$ cat src/design/tbc_regs.vh
// Register map, field positions, reset values and timing counts of the tape block codec.
// Assumes inclusion by bare name from every design file that needs it.
`ifndef TBC_REGS_VH
`define TBC_REGS_VH

// ----------------------------------------
// Register offsets (byte addresses)
// ----------------------------------------
`define TBC_OFF_CTRL    8'h00
`define TBC_OFF_STAT    8'h04
`define TBC_OFF_TXD     8'h08
`define TBC_OFF_RXD     8'h0C
`define TBC_OFF_GAP     8'h10
`define TBC_OFF_RETRY   8'h14

// ----------------------------------------
// Control fields
// ----------------------------------------
`define TBC_C_WG        0
`define TBC_C_ENC       1
`define TBC_C_ACC       2
`define TBC_C_EMIT      3
`define TBC_C_APPEND    4
`define TBC_C_RUN       5
`define TBC_C_FAST      6
`define TBC_C_FWD       7
`define TBC_C_RXCHK     8
`define TBC_C_BACKUP    9

// ----------------------------------------
// Status fields
// ----------------------------------------
`define TBC_S_TXEMPTY   0
`define TBC_S_RXRDY     1
`define TBC_S_ERR       2
`define TBC_S_MISMATCH  3
`define TBC_S_SYNCED    4
`define TBC_S_DONE      5
`define TBC_S_RETRYEXH  6
`define TBC_S_GAPSEEN   7

// ----------------------------------------
// Reset values and check polynomial
// ----------------------------------------
`define TBC_RST_GAP     16'h0010
`define TBC_RST_RMAX    4'h3
`define TBC_CRC_POLY    16'h8005
`define TBC_CRC_INIT    16'h0000

// ----------------------------------------
// Timing
// ----------------------------------------
`define TBC_CLK_MHZ     50
`define TBC_BIT_NS      20833
`define TBC_HALF_CYC    ((`TBC_BIT_NS * `TBC_CLK_MHZ) / 2000)
`define TBC_BACKUP_MIL  3000
`define TBC_TACH_TMIL   76
`define TBC_BACKUP_PLS  ((`TBC_BACKUP_MIL * 10 + `TBC_TACH_TMIL - 1) / `TBC_TACH_TMIL)
`define TBC_PRE_MIN     4

`endif

$ cat src/design/tbc_codec.v
// Tape block codec: Manchester write path with check generator, 2/3-cell read decoder, APB registers.
// Assumes pclk at 50 MHz; tape read data and tachometer arrive asynchronously.
//
// Functional notes
// - Block: preamble, data, check, postamble, gaps around
// - Write gate energizes head; read-back runs concurrently
// - Gap written with gate on, encoder off
// - Appending waits for previous gap before gating
// - Back up three inches, then run forward
// - Encoder/check controls latch at byte boundaries
// - Dummy bytes, then preamble with encoder enabled
// - Accumulate starts with first data bit
// - Emit shifts out 16-bit check after byte
// - Clearing controls resets generator, restores bytes
// - Encoder stops after last postamble bit
// - Counted gap bytes then completion flag
// - Stop tape after block; count retries on error
// - Read only while forward at slow speed
// - Fields are whole bytes, Manchester serial
// - One rising, zero falling, extra boundary transitions
// - Preamble fifteen zeros then one; sync falls
// - Ignore transitions until 2/3 bit time
// - Eight significant bits form byte, ready flag
// - Byte while ready high: overrun, error, lost
// - Checking spans data through check, software gated
// - Mismatch flag high for corrupted block
// - Data field carries 1024 bytes
//
// Chosen here: the register addresses and the APB interface to the registers.
`timescale 1ns/1ns
`default_nettype none
`include "tbc_regs.vh"
module tbc_codec (
  // Clock, reset, enable
  input  wire        pclk,
  input  wire        presetn,
  input  wire        clk_en,
  // APB slave
  input  wire        psel,
  input  wire        penable,
  input  wire        pwrite,
  input  wire [7:0]  paddr,
  input  wire [31:0] pwdata,
  output reg  [31:0] prdata,
  output reg         pready,
  output reg         pslverr,
  // Tape head
  output reg         write_gate,
  output reg         write_data,
  input  wire        read_data,
  // Tape motion
  input  wire        tach_pulse,
  output reg         run_tape,
  output reg         tape_fast,
  output reg         tape_fwd
);
  // ----------------------------------------
  // Local state codes
  // ----------------------------------------
  localparam RX_HUNT = 2'd0;
  localparam RX_PRE  = 2'd1;
  localparam RX_DATA = 2'd2;
  localparam MV_IDLE = 2'd0;
  localparam MV_BACK = 2'd1;
  localparam [31:0] HALF_LAST = `TBC_HALF_CYC - 1;

  // ----------------------------------------
  // Declarations
  // ----------------------------------------
  reg  [9:0]  ctrl_r;
  reg  [15:0] gap_len_r;
  reg  [3:0]  rmax_r;
  reg  [3:0]  rcnt_r;
  reg         err_r;
  reg         done_r;
  reg         gap_seen_r;
  reg  [7:0]  tx_hold_r;
  reg         tx_full_r;
  reg  [7:0]  tx_sh_r;
  reg  [9:0]  half_cnt_r;
  reg         phase_r;
  reg  [2:0]  bitn_r;
  reg         wg_d_r;
  reg         start_pend_r;
  reg         enc_on_r;
  reg         acc_on_r;
  reg         emit_on_r;
  reg         blk_r;
  reg  [15:0] gap_cnt_r;
  reg  [1:0]  rx_st_r;
  reg  [12:0] el_r;
  reg  [12:0] est_r;
  reg  [3:0]  zcnt_r;
  reg  [2:0]  rbit_r;
  reg  [7:0]  rx_sh_r;
  reg  [7:0]  rx_hold_r;
  reg         rx_rdy_r;
  reg         rd_prev_r;
  reg         tach_prev_r;
  reg  [1:0]  mv_st_r;
  reg  [9:0]  mv_cnt_r;
  reg  [31:0] rd_val;
  wire [1:0]  sync_w;
  wire        rd_s;
  wire        tach_s;
  wire [15:0] tx_crc;
  wire [15:0] rx_crc;
  wire        apb_wr;
  wire        apb_rd;
  wire        wr_ctrl;
  wire        wr_stat;
  wire        wr_txd;
  wire        rd_rxd;
  wire        tick;
  wire        boundary;
  wire        mid;
  wire        cur_bit;
  wire        rx_en;
  wire        rise;
  wire        fall;
  wire [13:0] thr;
  wire        win;
  wire        rx_take;
  wire        byte_done;
  wire        tach_edge;
  wire        ovr;
  wire        urun;
  wire        blk_end;
  wire        retry_evt;

  // ----------------------------------------
  // Input synchronisers
  // ----------------------------------------
  tbc_sync #(.W(2)) u_sync (
    .pclk    (pclk),
    .presetn (presetn),
    .clk_en  (clk_en),
    .din     ({tach_pulse, read_data}),
    .dout    (sync_w)
  );
  assign rd_s   = sync_w[0];
  assign tach_s = sync_w[1];

  // ----------------------------------------
  // APB decode
  // ----------------------------------------
  assign apb_wr  = psel & penable & pready & pwrite;
  assign apb_rd  = psel & penable & pready & ~pwrite;
  assign wr_ctrl = apb_wr & (paddr == `TBC_OFF_CTRL);
  assign wr_stat = apb_wr & (paddr == `TBC_OFF_STAT);
  assign wr_txd  = apb_wr & (paddr == `TBC_OFF_TXD);
  assign rd_rxd  = apb_rd & (paddr == `TBC_OFF_RXD);

  always @* begin
    rd_val = 32'h0000_0000;
    case (paddr)
      `TBC_OFF_CTRL:  rd_val = {22'h00_0000, 1'b0, ctrl_r[8:0]};
      `TBC_OFF_STAT:  rd_val = {24'h00_0000, gap_seen_r, (rcnt_r == rmax_r), done_r,
                                rx_st_r == RX_DATA, |rx_crc, err_r, rx_rdy_r, ~tx_full_r};
      `TBC_OFF_RXD:   rd_val = {24'h00_0000, rx_hold_r};
      `TBC_OFF_GAP:   rd_val = {16'h0000, gap_len_r};
      `TBC_OFF_RETRY: rd_val = {20'h0_0000, rcnt_r, 4'h0, rmax_r};
      default:        rd_val = 32'h0000_0000;
    endcase
  end

  // Zero-wait answer: pready raised in the access cycle
  always @(posedge pclk or negedge presetn) begin
    if (!presetn) begin
      pready  <= 1'b0;
      pslverr <= 1'b0;
      prdata  <= 32'h0000_0000;
    end else if (clk_en) begin
      pready  <= psel & ~penable;
      pslverr <= psel & ~penable & (paddr > `TBC_OFF_RETRY | paddr[1:0] != 2'b00);
      if (psel & ~penable & ~pwrite) begin
        prdata <= rd_val;
      end
    end
  end

  // ----------------------------------------
  // Software registers
  // ----------------------------------------
  always @(posedge pclk or negedge presetn) begin
    if (!presetn) begin
      ctrl_r    <= 10'h000;
      gap_len_r <= `TBC_RST_GAP;
      rmax_r    <= `TBC_RST_RMAX;
    end else if (clk_en) begin
      if (wr_ctrl) begin
        ctrl_r <= pwdata[9:0];
      end else begin
        ctrl_r[`TBC_C_BACKUP] <= 1'b0;
        if (blk_end) begin
          ctrl_r[`TBC_C_RUN] <= 1'b0;
        end
      end
      if (apb_wr && paddr == `TBC_OFF_GAP) begin
        gap_len_r <= pwdata[15:0];
      end
      if (apb_wr && paddr == `TBC_OFF_RETRY) begin
        rmax_r <= pwdata[3:0];
      end
    end
  end

  // Sticky flags: hardware set wins over software clear for err_r, done_r; APPEND low clears gap_seen_r; RETRY write clears rcnt_r
  assign retry_evt = blk_end & (err_r | (|rx_crc));
  always @(posedge pclk or negedge presetn) begin
    if (!presetn) begin
      err_r      <= 1'b0;
      done_r     <= 1'b0;
      gap_seen_r <= 1'b0;
      rcnt_r     <= 4'h0;
    end else if (clk_en) begin
      if (ovr | urun) begin
        err_r <= 1'b1;
      end else if (wr_stat & pwdata[`TBC_S_ERR]) begin
        err_r <= 1'b0;
      end
      if (blk_end) begin
        done_r <= 1'b1;
      end else if (wr_stat & pwdata[`TBC_S_DONE]) begin
        done_r <= 1'b0;
      end
      if (!ctrl_r[`TBC_C_APPEND]) begin
        gap_seen_r <= 1'b0;
      end else if (rx_st_r == RX_DATA && el_r > {est_r[11:0], 1'b0}) begin
        gap_seen_r <= 1'b1;
      end
      if (apb_wr && paddr == `TBC_OFF_RETRY) begin
        rcnt_r <= 4'h0;
      end else if (retry_evt && rcnt_r != rmax_r) begin
        rcnt_r <= rcnt_r + 4'h1;
      end
    end
  end

  // ----------------------------------------
  // Tape motion
  // ----------------------------------------
  assign tach_edge = tach_s & ~tach_prev_r;
  always @(posedge pclk or negedge presetn) begin
    if (!presetn) begin
      mv_st_r     <= MV_IDLE;
      mv_cnt_r    <= 10'h000;
      tach_prev_r <= 1'b0;
      run_tape    <= 1'b0;
      tape_fast   <= 1'b0;
      tape_fwd    <= 1'b0;
    end else if (clk_en) begin
      tach_prev_r <= tach_s;
      case (mv_st_r)
        MV_IDLE: begin
          run_tape  <= ctrl_r[`TBC_C_RUN];
          tape_fast <= ctrl_r[`TBC_C_FAST];
          tape_fwd  <= ctrl_r[`TBC_C_FWD];
          if (ctrl_r[`TBC_C_BACKUP]) begin
            mv_st_r   <= MV_BACK;
            mv_cnt_r  <= 10'h000;
            run_tape  <= 1'b1;
            tape_fast <= 1'b0;
            tape_fwd  <= 1'b0;
          end
        end
        MV_BACK: begin
          if (tach_edge) begin
            mv_cnt_r <= mv_cnt_r + 10'h001;
          end
          if (mv_cnt_r == `TBC_BACKUP_PLS) begin
            mv_st_r  <= MV_IDLE;
            tape_fwd <= 1'b1;
          end
        end
        default: mv_st_r <= MV_IDLE;
      endcase
    end
  end

  // ----------------------------------------
  // Write path
  // ----------------------------------------
  assign tick     = write_gate & (half_cnt_r == HALF_LAST[9:0]);
  assign boundary = tick & phase_r & (bitn_r == 3'd7);
  assign mid      = tick & ~phase_r;
  assign cur_bit  = emit_on_r ? tx_crc[15] : tx_sh_r[7];
  assign urun     = boundary & ~tx_full_r;
  assign blk_end  = boundary & blk_r & ~enc_on_r & (gap_cnt_r == gap_len_r);

  always @(posedge pclk or negedge presetn) begin
    if (!presetn) begin
      write_gate   <= 1'b0;
      wg_d_r       <= 1'b0;
      tx_hold_r    <= 8'h00;
      tx_full_r    <= 1'b0;
      tx_sh_r      <= 8'h00;
      half_cnt_r   <= 10'h000;
      phase_r      <= 1'b0;
      bitn_r       <= 3'd0;
      start_pend_r <= 1'b0;
      enc_on_r     <= 1'b0;
      acc_on_r     <= 1'b0;
      emit_on_r    <= 1'b0;
      write_data   <= 1'b0;
      blk_r        <= 1'b0;
      gap_cnt_r    <= 16'h0000;
    end else if (clk_en) begin
      write_gate <= ctrl_r[`TBC_C_WG] & (~ctrl_r[`TBC_C_APPEND] | gap_seen_r);
      wg_d_r     <= write_gate;
      if (wr_txd) begin
        tx_hold_r <= pwdata[7:0];
        tx_full_r <= 1'b1;
      end else if (boundary) begin
        tx_full_r <= 1'b0;
      end
      start_pend_r <= 1'b0;
      if (write_gate & ~wg_d_r) begin
        half_cnt_r <= HALF_LAST[9:0];
        phase_r    <= 1'b1;
        bitn_r     <= 3'd7;
      end else if (tick) begin
        half_cnt_r <= 10'h000;
        phase_r    <= ~phase_r;
        if (phase_r) begin
          start_pend_r <= 1'b1;
          bitn_r       <= bitn_r + 3'd1;
          if (bitn_r == 3'd7) begin
            tx_sh_r   <= tx_full_r ? tx_hold_r : 8'h00;
            enc_on_r  <= ctrl_r[`TBC_C_ENC];
            acc_on_r  <= ctrl_r[`TBC_C_ACC];
            emit_on_r <= ctrl_r[`TBC_C_EMIT];
          end else begin
            tx_sh_r <= {tx_sh_r[6:0], 1'b0};
          end
        end else if (enc_on_r) begin
          write_data <= cur_bit;
        end
      end else if (write_gate) begin
        half_cnt_r <= half_cnt_r + 10'h001;
      end
      if (start_pend_r && enc_on_r) begin
        write_data <= ~cur_bit;
      end
      if (boundary && enc_on_r) begin
        blk_r     <= 1'b1;
        gap_cnt_r <= 16'h0000;
      end else if (blk_end) begin
        blk_r <= 1'b0;
      end else if (boundary && blk_r) begin
        gap_cnt_r <= gap_cnt_r + 16'h0001;
      end
    end
  end

  tbc_crc u_tx_crc (
    .pclk     (pclk),
    .presetn  (presetn),
    .clk_en   (clk_en),
    .clr      (~acc_on_r),
    .shift_en (mid & enc_on_r & acc_on_r),
    .emit     (emit_on_r),
    .din      (tx_sh_r[7]),
    .crc      (tx_crc)
  );

  // ----------------------------------------
  // Read decoder (2/3-cell timer)
  // ----------------------------------------
  assign rx_en     = run_tape & tape_fwd & ~tape_fast;
  assign rise      = rd_s & ~rd_prev_r;
  assign fall      = ~rd_s & rd_prev_r;
  assign thr       = ({1'b0, est_r} * 14'd2) / 14'd3;
  assign win       = {1'b0, el_r} >= thr;
  assign rx_take   = (rx_st_r == RX_DATA) & (rise | fall) & win;
  assign byte_done = rx_take & (rbit_r == 3'd7);
  assign ovr       = byte_done & rx_rdy_r;

  always @(posedge pclk or negedge presetn) begin
    if (!presetn) begin
      rx_st_r   <= RX_HUNT;
      el_r      <= 13'h0000;
      est_r     <= 13'h0000;
      zcnt_r    <= 4'h0;
      rbit_r    <= 3'd0;
      rx_sh_r   <= 8'h00;
      rx_hold_r <= 8'h00;
      rx_rdy_r  <= 1'b0;
      rd_prev_r <= 1'b0;
    end else if (clk_en) begin
      rd_prev_r <= rd_s;
      if (el_r != 13'h1FFF) begin
        el_r <= el_r + 13'h0001;
      end
      if (byte_done && !rx_rdy_r) begin
        rx_hold_r <= {rx_sh_r[6:0], rise};
        rx_rdy_r  <= 1'b1;
      end else if (rd_rxd) begin
        rx_rdy_r <= 1'b0;
      end
      case (rx_st_r)
        RX_HUNT: begin
          zcnt_r <= 4'h0;
          if (rx_en && fall) begin
            rx_st_r <= RX_PRE;
            el_r    <= 13'h0000;
          end
        end
        RX_PRE: begin
          if (!rx_en || (zcnt_r != 4'h0 && el_r > {est_r[11:0], 1'b0})) begin
            rx_st_r <= RX_HUNT;
          end else if (fall) begin
            est_r  <= el_r;
            el_r   <= 13'h0000;
            zcnt_r <= (zcnt_r == 4'hF) ? zcnt_r : zcnt_r + 4'h1;
          end else if (rise && win && zcnt_r >= `TBC_PRE_MIN) begin
            rx_st_r <= RX_DATA;
            el_r    <= 13'h0000;
            rbit_r  <= 3'd0;
          end
        end
        RX_DATA: begin
          if (!rx_en || el_r > {est_r[11:0], 1'b0}) begin
            rx_st_r <= RX_HUNT;
          end else if (rx_take) begin
            est_r   <= el_r;
            el_r    <= 13'h0000;
            rx_sh_r <= {rx_sh_r[6:0], rise};
            rbit_r  <= rbit_r + 3'd1;
          end
        end
        default: rx_st_r <= RX_HUNT;
      endcase
    end
  end

  tbc_crc u_rx_crc (
    .pclk     (pclk),
    .presetn  (presetn),
    .clk_en   (clk_en),
    .clr      (rx_st_r == RX_PRE),
    .shift_en (rx_take & ctrl_r[`TBC_C_RXCHK]),
    .emit     (1'b0),
    .din      (rise),
    .crc      (rx_crc)
  );
endmodule // tbc_codec
`default_nettype wire

$ cat src/design/tbc_crc.v
// Serial 16-bit check generator and checker, MSB first.
// Assumes polynomial and initial value shared by all instances.
`timescale 1ns/1ns
`default_nettype none
`include "tbc_regs.vh"
module tbc_crc (
  // Clock and reset
  input  wire        pclk,
  input  wire        presetn,
  input  wire        clk_en,
  // Control
  input  wire        clr,
  input  wire        shift_en,
  input  wire        emit,
  input  wire        din,
  // State
  output reg  [15:0] crc
);
  wire fb;

  assign fb = crc[15] ^ din;

  always @(posedge pclk or negedge presetn) begin
    if (!presetn) begin
      crc <= `TBC_CRC_INIT;
    end else if (clk_en) begin
      if (clr) begin
        crc <= `TBC_CRC_INIT;
      end else if (shift_en && emit) begin
        crc <= {crc[14:0], 1'b0};
      end else if (shift_en) begin
        crc <= {crc[14:0], 1'b0} ^ (fb ? `TBC_CRC_POLY : 16'h0000);
      end
    end
  end
endmodule // tbc_crc
`default_nettype wire

$ cat src/design/tbc_sync.v
// Two-stage synchroniser for inputs from outside the pclk domain.
// Assumes pclk, active-low asynchronous reset.
`timescale 1ns/1ns
`default_nettype none
module tbc_sync #(
  parameter W = 1
) (
  // Clock and reset
  input  wire         pclk,
  input  wire         presetn,
  input  wire         clk_en,
  // Data
  input  wire [W-1:0] din,
  output reg  [W-1:0] dout
);
  reg [W-1:0] meta_r;

  always @(posedge pclk or negedge presetn) begin
    if (!presetn) begin
      meta_r <= {W{1'b0}};
      dout   <= {W{1'b0}};
    end else if (clk_en) begin
      meta_r <= din;
      dout   <= meta_r;
    end
  end
endmodule // tbc_sync
`default_nettype wire

$ cat config.mk
export PLATFORM = sky130hd
export DESIGN_NAME = tbc_codec
export DESIGN_NICKNAME = d
export VERILOG_FILES = /design/src/design/tbc_codec.v /design/src/design/tbc_crc.v /design/src/design/tbc_sync.v
export VERILOG_INCLUDE_DIRS = /design/src /design/src/design
export SDC_FILE = /design/constraint.sdc
export NUM_CORES = 1
export LEC_CHECK = 0
export ABC_CLOCK_PERIOD_IN_PS = 13400
export BUFFER_PORTS_ARGS = -buffer_cell sky130_fd_sc_hd__buf_2
export CORE_MARGIN = 2
export CORE_UTILIZATION = 45
export DETAILED_ROUTE_END_ITERATION = 10
export GPL_ROUTABILITY_DRIVEN = 0
export SETUP_SLACK_MARGIN = 0.3
export SLEW_MARGIN = 20
export SYNTH_ARGS = -nofsm -noshare
export SYNTH_HDL_FRONTEND = slang
export SYNTH_HIERARCHICAL = 1
export SYNTH_SLANG_ARGS = --single-unit
$ cat constraint.sdc
create_clock -name pclk -period 13.4 [get_ports pclk]
set_input_delay 2.68 -clock pclk [delete_from_list [all_inputs] [get_ports pclk]]
set_output_delay 2.68 -clock pclk [all_outputs]
set_load 0.1 [all_outputs]
==> results.md <==
* Congestion Overflow GR at 0
* GRT Util Overall at 0.200
* Register Area at 5330 um2
* # IOs at 87
* Root buffer cell: clkbuf_16
* Clock slew at reported path FFs at 0.07 ns
* Crit-path max FO at 32
* Post-synthesis sequential area ratio at 0.442
* Syn avg cell area at 9.79 um2
* Fillers at 2433
* Leakage at 6.04 nW
* Die area at 28200 um2
* Vias per cell at 5.73
* #FFs+latches synth at 213
* Nets at 1356
* Core footprint at 26200 um2
* CTS tree: done
* Synthesized netlist cell count at 1234
* Final Max Slew Viols at 0
* Multi-input logic area at 6200 um2
* RSZ-0062 raised after global routing: false
* Count leader, synth: dfrtp_1
* Num CTS Buffers at 24
* # DRC at 0
* DR vias at 9296
* Prevailing post-synth register cell: dfrtp_1
* Req. time, crit path at 13.79 ns
* Post-route core utilization at 0.509
* Async set or reset register ratio after synthesis at 1.00
* Layout overhead on the synthesized area at 10.4%
* 1st-pass router iterations at 4
* Minimum clock period at 6.86 ns
* Hold WC Path Type: flip-flop to flip-flop
* CP Class: flip-flop to flip-flop
* Final hold violation count at 0
* CP Launch Type: flip-flop
* Initial antenna violation count at 0
* Final Setup Violations at 0
* Die Y at 168 um
* Die width at 168 um
* Skew final at 0.0147 ns
* Share of cells above drive strength 1 at 0.157
* PostCTS Resize Cnt at 0
* Post-synth EDFFs at 0
* Worst-Margin Slew at 1.09 ns
* TritonCTS Sinks at 213
* First-pass GRT wire length at 46900 um
* Top cells by area, synth: dfrtp_1 (44%), mux2_2 (6.4%), ha_1 (4.0%)
* Port bufs at 54
* Starting Density at 0.461
* Warnings from Yosys at 6
* Final WL at 27800 um
* Antenna viol nets, final at 0
* CTS hold repair buffers at 0
* Max Freq at 146 MHz
* # Max-Cap Violations at 0
* Vias in the first global route at 8895
* Htree depth at 1
* TNS Setup at 0 ns
* Status: finished clean
* Setup Fix Bufs, Post-CTS at 0
* Netlist cell types at 90
* Antenna cells at 0
* Power Total at 1.61 mW
* VDD IR-drop max at 0.0000834 V
* Dominant cell type by area after synthesis: dfrtp_1
* CP Data Arrival Time at 7.25 ns
* Synth cell count leaders: dfrtp_1 (210), nand2_1 (129), nor2_1 (90), o21ai_0 (73), mux2_2 (69)
* Cell Area, Synth at 12100 um2
* Yosys top cell area share at 0.435
* Wire per inst at 17.1 um
* Relative slew slack at 0.268
* Largest net degree at the start of global routing at 101
* Crit. End Element: flip-flop
* 1st-iter DRT viols at 651
* Final worst path period share at 0.512
* # rows at 59
* Pwr Density at 121 nW/um2
* Detailed Place HPWL at 19400 um
* Longest Clk Path Bufs at 3
* Clk Latency, worst-skew pair at 0.53 ns
[path summary, 6_finish.rpt]
kind	to	depth (start not counted)	startpoint	slack, ns
max in group asynchronous	gap_len_r[14]	2	presetn	9.95
worst min register to register	prdata[14]	2	prdata[14]	0.47
worst max-delay path	u_rx_crc/crc[2]	25	est_r[12]	6.54
worst max register to register	u_rx_crc/crc[2]	25	est_r[12]	6.54
worst min-delay path	prdata[14]	2	prdata[14]	0.47
min in group asynchronous	est_r[4]	1	presetn	2.16
[state kept, by name (all words and copies together), names as in the netlist, 3 cells and up]
name and cells:
mv_cnt_r 10, rmax_r 4, gap_len_r 16, ctrl_r 10
rcnt_r 4, rbit_r 3, tx_hold_r 8, rx_hold_r 8
bitn_r 3, tx_sh_r 8, el_r 13, prdata 16
u_rx_crc/crc 16, gap_cnt_r 16, est_r 13, rx_sh_r 7
zcnt_r 4, u_tx_crc/crc 16, half_cnt_r 10
[cell families after synthesis]
logic type,Yosys count,synth area share
flip-flops,213,0.442
XOR/XNOR,44,0.0319
AND/OR/NAND/NOR,445,0.190
adder cells (fa/ha/maj),39,0.0404
AO/OA/AOI/OAI,279,0.157
multiplexers,92,0.0886
buffers and inverters,121,0.0502
other,1,0.000311
[power breakdown]
part / switching [mW] / internal (mW)
logic: 0.141 / 0.0732
registers: 0.0364 / 0.669
clock network: 0.271 / 0.424
[through the flow]
stage	hold slack [ns]	setup WS (ns)	instances	instance area, um2
3_3_place_gp	0.449	6.61	1578	12500
2_1_floorplan	0.439	7.75	1250	12100
4_1_cts	0.469	6.58	1622	13300
6_report	0.467	6.54	1622	13300
5_1_grt	0.488	6.04	1622	13300
3_5_place_dp	0.456	6.60	1578	12500
[cell type report]
| cell class | instances | share of cell area |
|---|---|---|
| clock buffer | 36 | 0.0529 |
| multi-input combinational | 916 | 0.465 |
| clock inverter | 8 | 0.0102 |
| inverter | 53 | 0.0151 |
| timing repair buffer | 61 | 0.0250 |
| tap | 335 | 0.0314 |
| sequential | 213 | 0.400 |
[worst max-delay path: stages (launching register included)]
cell and delay [ns]:
dfrtp_1 0.56, nor2b_1 0.54, a32oi_1 0.31, a22oi_4 0.33, or2_1 0.36, o21ai_0 0.14, a211oi_1 0.35, o31a_4 0.24
mux2i_1 0.25, and3_2 0.24, inv_2 0.04, ha_1 0.20, nor3_2 0.23, a21boi_1 0.20, ha_1 0.26, a21oi_1 0.15
o221ai_1 0.12, a211o_1 0.33, a21oi_1 0.21, o21ai_0 0.15, a21oi_1 0.27, nor3_1 0.14, and2_1 0.24, o21ai_4 0.55
nand4b_1 0.21, o211ai_1 0.09
[layer usage]
| layer | GRT usage | vias up | share of wire |
|---|---|---|---|
| met4 | 0.0393 | 0 | 0.015 |
| met2 | 0.319 | 188 | 0.46 |
| met1 | 0.296 | 4556 | 0.49 |
| li1 | - | 4522 | - |
| met5 | 0 | - | 0 |
| met3 | 0.0254 | 30 | 0.038 |
[cells in the final DEF (no fill, tap or decap), drive strengths merged, types with 36 or more instances in the layout]
master / Yosys / layout
mux2: 76 / 76
dfrtp: 210 / 210
nand2: 129 / 129
a21oi: 44 / 44
ha: 39 / 39
buf: 41 / 61
clkbuf: 27 / 36
o21ai: 91 / 91
inv: 50 / 51
nand3: 45 / 45
nor2: 92 / 92
Note: power is estimated with default switching activity, not from simulation.
